## src/rtl/cis_pkg.sv

```systemverilog
package cis_pkg;
    localparam int          CIS_NUM_CHAN     = 16;
    localparam int          CIS_ADDR_W       = 11;
    localparam int          CIS_DATA_W       = 8;
    // Offset of the low summary register is not given; chosen value
    localparam logic [10:0] CIS_OFS_SUM_LO   = 11'h200;
    localparam logic [10:0] CIS_OFS_SUM_HI   = 11'h300;
    localparam logic [10:0] CIS_OFS_SUM_CH0  = 11'h380;
    localparam logic [10:0] CIS_OFS_TIMER    = 11'h3C0;
    localparam logic [10:0] CIS_OFS_IRQ_STAT = 11'h3C4;
    localparam logic [10:0] CIS_OFS_IRQ_MASK = 11'h3C8;
    localparam int          CIS_HI_FIRST_CH  = 9;
    localparam int          CIS_HI_BITS      = 7;
    localparam int          CIS_CH0_BIT      = 7;
    localparam int          CIS_TMR_BIT      = 0;
    localparam int          CIS_IRQ_CHAN_BIT = 0;
    localparam int          CIS_IRQ_TMR_BIT  = 1;
    localparam logic [7:0]  CIS_RST_TIMER    = 8'h00;
    localparam logic [7:0]  CIS_RST_IRQ_STAT = 8'h00;
    localparam logic [7:0]  CIS_RST_IRQ_MASK = 8'h00;

    typedef struct packed {
        logic [10:0] addr;
        logic [7:0]  wdata;
        logic        wr;
        logic        rd;
    } cis_req_type;
endpackage : cis_pkg

```

## src/rtl/cis_w1c_bit.sv

```systemverilog
`timescale 1ns/1ps
module cis_w1c_bit (
    input  wire logic clk_in,    // Clock
    input  wire logic srst_in,   // Sync reset
    input  wire logic ce_in,     // Clock enable
    input  wire logic set_in,    // Event pulse
    input  wire logic clr_in,    // Write-one clear
    output logic      flag_out   // Sticky flag
);
    logic flag_d;

    // Set wins over a clear in the same cycle so no event is lost
    assign flag_d = set_in | (flag_out & ~clr_in);

    always_ff @(posedge clk_in) begin
        if (srst_in) begin
            flag_out <= 1'b0;
        end else if (ce_in) begin
            flag_out <= flag_d;
        end
    end
endmodule : cis_w1c_bit

```

## src/rtl/cis_top.sv

```systemverilog
// Summary of operation
// - Summary bit high while channel interrupt pending
// - Low register: channels 8..1 on bits 7..0
// - 0x300: channels 15..9 on bits 6..0
// - 0x380: channel 0 on bit 7
// - 0x3C0 bit 0 set on timer expiry
// - Writing one clears expiry flag, zero ignored
//
// Implementation choice: strobed register access.
`timescale 1ns/1ps
module cis_top (
    input  wire logic                 clk_in,       // 100 MHz clock
    input  wire logic                 srst_in,      // Sync reset, active high
    input  wire logic                 ce_in,        // Clock enable
    input  wire cis_pkg::cis_req_type req_in,       // Register request
    input  wire logic [15:0]          chan_irq_in,  // Per-channel pending OR, same clock
    input  wire logic                 timer_exp_in, // One-second expiry pulse
    output logic [7:0]                rdata_out,    // Read data, cycle after read
    output logic                      irq_out       // Level interrupt
);
    import cis_pkg::*;

    logic [15:0] chan_pend_q;
    logic [7:0]  rdata_q;
    logic [7:0]  rdata_d;
    logic [7:0]  irq_mask_q;
    logic        second_expiry_flag;
    logic        chan_evt_flag;
    logic [7:0]  irq_stat;

    wire         hit_lo   = (req_in.addr == CIS_OFS_SUM_LO);
    wire         hit_hi   = (req_in.addr == CIS_OFS_SUM_HI);
    wire         hit_ch0  = (req_in.addr == CIS_OFS_SUM_CH0);
    wire         hit_tmr  = (req_in.addr == CIS_OFS_TIMER);
    wire         hit_stat = (req_in.addr == CIS_OFS_IRQ_STAT);
    wire         hit_mask = (req_in.addr == CIS_OFS_IRQ_MASK);

    // Summary registers ignore writes entirely
    wire         wr_tmr   = req_in.wr & hit_tmr;
    wire         wr_stat  = req_in.wr & hit_stat;
    wire         wr_mask  = req_in.wr & hit_mask;

    wire [7:0]   chan_pending_1_to_8  = chan_pend_q[8:1];
    wire [6:0]   chan_pending_9_to_15 = chan_pend_q[15:CIS_HI_FIRST_CH];
    wire         chan_pending_zero    = chan_pend_q[0];

    wire [7:0]   channel_irq_summary_lo  = chan_pending_1_to_8;
    wire [7:0]   channel_irq_summary_hi  = {1'b0, chan_pending_9_to_15};
    wire [7:0]   channel_irq_summary_ch0 = {chan_pending_zero, 7'h00};
    wire [7:0]   second_timer_irq_status = {7'h00, second_expiry_flag};

    // New pending on any channel raises the channel event bit
    wire         chan_rise = |(chan_irq_in & ~chan_pend_q);

    assign irq_stat = {6'h00, second_expiry_flag, chan_evt_flag};

    // Registered copy keeps reads stable against same-cycle source change
    always_ff @(posedge clk_in) begin
        if (srst_in) begin
            chan_pend_q <= 16'h0000;
        end else if (ce_in) begin
            chan_pend_q <= chan_irq_in;
        end
    end

    // Timer flag also clears from the interrupt status register
    cis_w1c_bit u_tmr_flag (
        .clk_in   (clk_in),
        .srst_in  (srst_in),
        .ce_in    (ce_in),
        .set_in   (timer_exp_in),
        .clr_in   ((wr_tmr & req_in.wdata[CIS_TMR_BIT]) |
                   (wr_stat & req_in.wdata[CIS_IRQ_TMR_BIT])),
        .flag_out (second_expiry_flag)
    );

    cis_w1c_bit u_chan_flag (
        .clk_in   (clk_in),
        .srst_in  (srst_in),
        .ce_in    (ce_in),
        .set_in   (chan_rise),
        .clr_in   (wr_stat & req_in.wdata[CIS_IRQ_CHAN_BIT]),
        .flag_out (chan_evt_flag)
    );

    always_ff @(posedge clk_in) begin
        if (srst_in) begin
            irq_mask_q <= CIS_RST_IRQ_MASK;
        end else if (ce_in && wr_mask) begin
            irq_mask_q <= {6'h00, req_in.wdata[1:0]};
        end
    end

    assign irq_out = |(irq_stat & irq_mask_q);

    always_comb begin
        rdata_d = 8'h00;
        if (req_in.rd) begin
            if (hit_lo) begin
                rdata_d = channel_irq_summary_lo;
            end else if (hit_hi) begin
                rdata_d = channel_irq_summary_hi;
            end else if (hit_ch0) begin
                rdata_d = channel_irq_summary_ch0;
            end else if (hit_tmr) begin
                rdata_d = second_timer_irq_status;
            end else if (hit_stat) begin
                rdata_d = irq_stat;
            end else if (hit_mask) begin
                rdata_d = irq_mask_q;
            end
        end
    end

    // Unmapped reads return zero
    always_ff @(posedge clk_in) begin
        if (srst_in) begin
            rdata_q <= 8'h00;
        end else if (ce_in) begin
            rdata_q <= rdata_d;
        end
    end

    assign rdata_out = rdata_q;
endmodule : cis_top

```

## config.mk

```make
export PLATFORM = sky130hd
export DESIGN_NAME = cis_top
export DESIGN_NICKNAME = d
export VERILOG_FILES = /design/src/rtl/cis_pkg.sv /design/src/rtl/cis_w1c_bit.sv /design/src/rtl/cis_top.sv
export SDC_FILE = /design/constraint.sdc
export NUM_CORES = 1
export LEC_CHECK = 0
export BUFFER_PORTS_ARGS = -buffer_cell sky130_fd_sc_hd__clkbuf_2
export CAP_MARGIN = 25
export CORE_AREA = 2 2 56 58
export CTS_BUF_LIST = sky130_fd_sc_hd__clkbuf_8
export DETAILED_ROUTE_END_ITERATION = 8
export DIE_AREA = 0 0 58 60
export GPL_TIMING_DRIVEN = 0
export PLACE_DENSITY = 0.79
export SYNTH_ARGS = -nofsm -noshare
export SYNTH_HDL_FRONTEND = slang
export SYNTH_SLANG_ARGS = --single-unit
```

## constraint.sdc

```tcl
create_clock -name clk_in -period 1.9 [get_ports clk_in]
set_input_delay 0.095 -clock clk_in [delete_from_list [all_inputs] [get_ports clk_in]]
set_output_delay 0.095 -clock clk_in [all_outputs]
set_load 0.01 [all_outputs]
```

==> flow_summary.ini, run 1 <==
[outcome]
status = finished clean

[pwr]
irDropWorstVdd_uv = 524
leakage_uw = 0.000779
power_density_nw_per_um2 = 676

[synthesis]
synth_nets = 198
synth_top_area_cell = dfxtp_1
yosys_warnings = 0
synth_ff_type = dfxtp_1
avgSynthCellArea_um2 = 8.90
synth_area_um2 = 1400
ys_ff_latch = 28
yosys.cell_types.count = 37
async_flop_share_pct = 0
synth.top_cell.area_share_pct = 40.1
synth_cells = 157
synth-seq-area-share_pct = 40.1
synth_enable_flop_cells = 0
synth_area_leaders = dfxtp_1 40%, mux2i_1 16%, nand2b_1 6.3%

[finish]
area_growth_pct = 21.9
nNetsFinal = 245
multi_input_area_um2 = 786
diodes = 0
drive_above_1_share_pct = 26.6
num-fill-cells = 277
register_area_um2 = 561

[cts]
cts_resized = 0
cts_hold_buf = 0
clk_pin_slew_ns = 0.09
cts_tree = yes
cts-root-buf = clkbuf_8
clockBufferDepth = 2
insertion_delay_ns = 0.28
cts_setup_buffers = 0
numCtsBuffers = 3
cts_htree_levels = 1
clock-sinks = 28

[detailed_routing]
ant_nets = 0
vias = 1274
first_iter_violations = 31
drc = 0
drt-total-wl_mm = 3.04
avgViaCountPerCell = 5.40
wl_per_cell_um = 12.9
firstDrtPassIters = 4

[setup_path]
worst-path-max-fanout = 3
end_kind = flip-flop
critPathKind = reg2reg
crit_arrival_ns = 1.50
cp.required_ns = 2.10
worst_setup_path_start_kind = flip-flop

[sta]
setup_viol = 0
timing.fmax_mhz = 770
whs_ns = 0.0667
tns_ns = 0
hold_violations = 0
rsz0062_at_grt = no
fin_crit_ns = 1.30
finClkSkew_ns = 0.00783
drv_slew = 0
maxSlewHeadroom_pct = 56.8
tightest_slew_ns = 0.648
fin_crit_sh_pct = 68.4

[placement]
gp_congestion = 0.818
dp_hpwl_mm = 2.42
numPortBuffers = 42

[die]
initial_core_util_pct = 48.1
die_x_um = 58
die_h_um = 60
die-area_um2 = 3480
rows = 20
io_pins = 50
core_um2 = 2900

[grt]
grt_remaining_overflow = 0
grt_max_degree = 16
grt_pass1_wl_mm = 5.08
track_usage_pct = 18.8
antenna_found_initial = 0
grt_pass1_vias = 1231

[min_path]
min_path_type = in2reg

[run]
maxCapViolCount = 0
per-stage QoR:
stage          total power, uW  util, %  setup WS (ns)  instances  area, um^2
3_5_place_dp               804     56.8          0.314        232        1650
3_3_place_gp               801     56.8          0.309        232        1650
5_1_grt                   1200     58.7          0.489        236        1700
4_1_cts                   1160     58.7          0.604        236        1700
2_1_floorplan              733        -          0.495        157        1400
6_report                  1150     58.7          0.601        236        1700
cells in the final DEF (no fill, tap or decap), types with 2 or more instances in the layout:
cell / netlist / layout
a211oi_1: 2 / 2
a21oi_1: 2 / 2
a22o_1: 2 / 2
a31o_2: 2 / 2
and2b_1: 2 / 2
and3_1: 3 / 3
buf_2: 2 / 2
clkbuf_1: 4 / 4
clkbuf_2: 0 / 42
clkbuf_8: 0 / 4
dfxtp_1: 28 / 28
inv_1: 7 / 7
mux2i_1: 22 / 22
nand2_1: 11 / 11
nand2b_1: 14 / 14
nand4b_1: 2 / 2
nor2_1: 17 / 17
nor3_1: 2 / 2
nor3b_1: 3 / 3
nor4_1: 2 / 2
o2111ai_1: 4 / 4
o21ai_0: 5 / 5
o21ai_1: 2 / 2
o31ai_1: 2 / 2
or3_1: 2 / 2
or3b_2: 2 / 2
final cells by class:
class                   instances  share of cell area [%]
well taps                      33                    2.42
clock buffers                   4                    3.23
plain buffers                   6                    1.47
flip-flops and latches         28                    32.9
multi-input cells             116                    46.1
repair buffers                 42                    12.3
inverters                       7                    1.54
power breakdown:
part | total (uW) | internal [uW] | switching [uW]
combinational | 163 | 80.7 | 82.7
sequential | 627 | 610 | 16.6
clock | 363 | 186 | 177
total | 1150 | 876 | 276
cell families (layout without fill, tap and decap cells):
logic type / after synthesis / count (layout) / synth area share [%]
flip-flops: 28 / 28 / 40.1
multiplexers: 22 / 22 / 15.8
AND/OR/NAND/NOR: 67 / 67 / 26.9
AO/OA/AOI/OAI: 27 / 27 / 13.6
buffers and inverters: 13 / 59 / 3.67
cells in the mapped netlist, types with 3 or more instances:
| master | n |
|---|---|
| and3_1 | 3 |
| clkbuf_1 | 4 |
| dfxtp_1 | 28 |
| inv_1 | 7 |
| mux2i_1 | 22 |
| nand2_1 | 11 |
| nand2b_1 | 14 |
| nor2_1 | 17 |
| nor3b_1 | 3 |
| o2111ai_1 | 4 |
| o21ai_0 | 5 |
flip-flops by register name (all words and copies together), names as in the netlist:
signal / cells
chan_pend_q: 16
irq_mask_q: 2
rdata_out: 8
u_chan_flag.flag_out: 1
u_tmr_flag.flag_out: 1
worst max-delay path, cell delays in order (launching register included):
cell and delay (ns):
dfxtp_1 0.35, nor3b_1 0.17, a31oi_1 0.07, or4_1 0.49
a21oi_1 0.15
path summary, 6_finish.rpt:
path | startpoint | to | slack [ns] | cells after the start
setup / recovery | chan_pend_q[8] | rdata_out[7] | 0.60 | 4
hold / removal | chan_irq_in[0] | chan_pend_q[0] | 0.07 | 3
setup reg to reg | chan_pend_q[8] | rdata_out[7] | 0.60 | 4
hold reg to reg | rdata_out[6] | rdata_out[6] | 0.46 | 2
metal layers:
metal / track usage, % / up-vias / wire [um]
met1: 22.4 / 582 / 1370
met2: 33.8 / 27 / 1480
li1: - / 658 / -
met3: 4.33 / 7 / 150
met4: 5.32 / 0 / 39
met5: 0 / - / 0
Note: power is estimated with default switching activity, not from simulation.
==> run 2: changes to the inputs <==
- CORE_AREA: 2 2 56 58 -> 2 2 59 61
- DIE_AREA: 0 0 58 60 -> 0 0 61 63
- PLACE_DENSITY: 0.79 -> 0.75
- clock period: 1.9 -> 1.1 ns (I/O delays scaled with it)
==> run 2 against run 1 <==
Register-to-register slack lost 0.75 ns; utilization shrank 0.79 points; clock power grew 78%; global-route usage grew 0.22 points; critical endpoint is now u_chan_flag.flag_out; largest power group unchanged; via count grew 1.4%; first-iteration DRC count grew 71%; critical path depth is the same; the flow now finishes with violations (setup timing); clock skew grew 0.0024 ns.
==> flow_summary.ini, run 2 (same netlist as run 1, synthesis figures left out) <==
[setup_path]
crit_arrival_ns = 1.40
critPathKind = reg2reg
worst-path-max-fanout = 3
crit_family = simple AND/OR/NAND/NOR gates
path_buf_inv = 0
worstReg2RegStart = chan_pend_q[10]
worst_setup_path_start_kind = flip-flop
worstSetupStartpoint = chan_pend_q[10]
end_kind = flip-flop
regToRegSetupSlack_ns = -0.15
critPathMaxStageDelay_ns = 0.35
critical-path-slowest-cell = dfxtp_2
cp.required_ns = 1.25
crit_chain = nand2b_1 > o2111ai_4 > nor4_4 > o32ai_1

[pwr]
leakage_uw = 0.000840
irDropWorstVdd_uv = 648
power_density_nw_per_um2 = 1110

[outcome]
violations = setup timing
status = finished, violations left

[detailed_routing]
wl_per_cell_um = 13.3
first_iter_violations = 53
avgViaCountPerCell = 5.15
drt-total-wl_mm = 3.34
vias = 1292
firstDrtPassIters = 4
ant_nets = 0
drc = 0

[sta]
setup_viol = 4
hold_violations = 0
tightest_slew_ns = 0.488
fin_crit_sh_pct = 113
rsz0062_at_grt = yes
timing.fmax_mhz = 803
fin_crit_ns = 1.25
layout_setup_ws_ns = -0.145
maxSlewHeadroom_pct = 67.5
drv_slew = 0
finClkSkew_ns = 0.0102

[finish]
nNetsFinal = 247
diodes = 0
final_common_cell = clkbuf_2
stdcell_count = 251
area_growth_pct = 33.9
fin_util_pct = 57.9
drive_above_1_share_pct = 39.0
largest-register = chan_pend_q
mostFrequentLayoutCells = 41 x clkbuf_2, 22 x mux2i_1, 18 x dfxtp_1, 17 x nor2_1, 12 x nand2b_1
largest_reg_flops = 16

[die]
die_x_um = 61
die_h_um = 63
die-area_um2 = 3840
rows = 21
io_pins = 50
initial_core_util_pct = 43.2
core_um2 = 3230

[grt]
antenna_found_initial = 0
grt_remaining_overflow = 0
grt_max_degree = 16
grt_pass1_vias = 1280
grt_pass1_wl_mm = 5.63
track_usage_pct = 19.0

[cts]
clk_pin_slew_ns = 0.10
cts_hold_buf = 0
numCtsBuffers = 3
cts_tree = yes
cts-root-buf = clkbuf_8
clockBufferDepth = 2
clock-sinks = 28
cts_htree_levels = 1
insertion_delay_ns = 0.28

[min_path]
min_path_type = in2reg
hold_start = chan_irq_in[8]

[placement]
dp_hpwl_mm = 2.45
dp.cells = 245
gp_congestion = 0.885
numPortBuffers = 42

[run]
maxCapViolCount = 0
[run 2: cell types whose count changed in the layout (fill, tap and decap cells not counted), sizes merged]
cell    delta
buf        +4
clkbuf     -2
[run 2: repair_timing]
action,4_1_cts,5_1_grt
endpoints found under the setup margin,9,10
pin swaps,2,5
setup buffers,1,1
hold endpoints to repair,0,0
gates resized for setup,14,18
[run 2: final timing paths]
check,end,cells after the start
setup / recovery,u_chan_flag.flag_out,4
hold / removal,chan_pend_q[8],3
setup reg to reg,u_chan_flag.flag_out,4
hold reg to reg,rdata_out[4],2
[run 2: layer usage]
layer  GRT usage [%]  wire [um]  share of wire, %
met5               0          0                 0
met2            29.4       1660                50
met3            3.31        124               3.7
met1            26.4       1510                45
met4            6.25         47               1.4
[run 2: worst reg2reg max path: stages (launching register included)]
cell       delay (ns)
dfxtp_2          0.35
nand2b_1         0.16
o2111ai_4        0.16
nor4_4           0.32
o32ai_1          0.12
[run 2: final cells by class]
class	count	area (um^2)
buffer	6	26.3
clock buffer	4	55.1
fill	314	1360
inverter	7	26.3
multi-input combinational	116	888
sequential	28	573
tap	46	57.6
timing repair buffer	44	245
[run 2: where the power goes]
group          leakage [uW]  switching (uW)  total, uW  internal [uW]
Sequential         0.000233            33.2       1090           1060
Combinational      0.000578             166        331            165
Clock             0.0000288             325        646            321
Total              0.000840             524       2070           1540
[run 2: through the flow]
step	hold WS, ns	total power, uW	setup slack [ns]	cell area (um^2)	setup TNS (ns)
floorplan	0.202	1270	-0.203	1400	-1.01
detailed placement	0.316	1390	-0.408	1670	-5.98
CTS	0.0201	2040	-0.0959	1790	-0.276
finish	0.0156	2070	-0.145	1870	-0.364
global route	0.0367	2180	-0.202	1870	-0.577
global placement	0.309	1390	-0.394	1670	-5.83
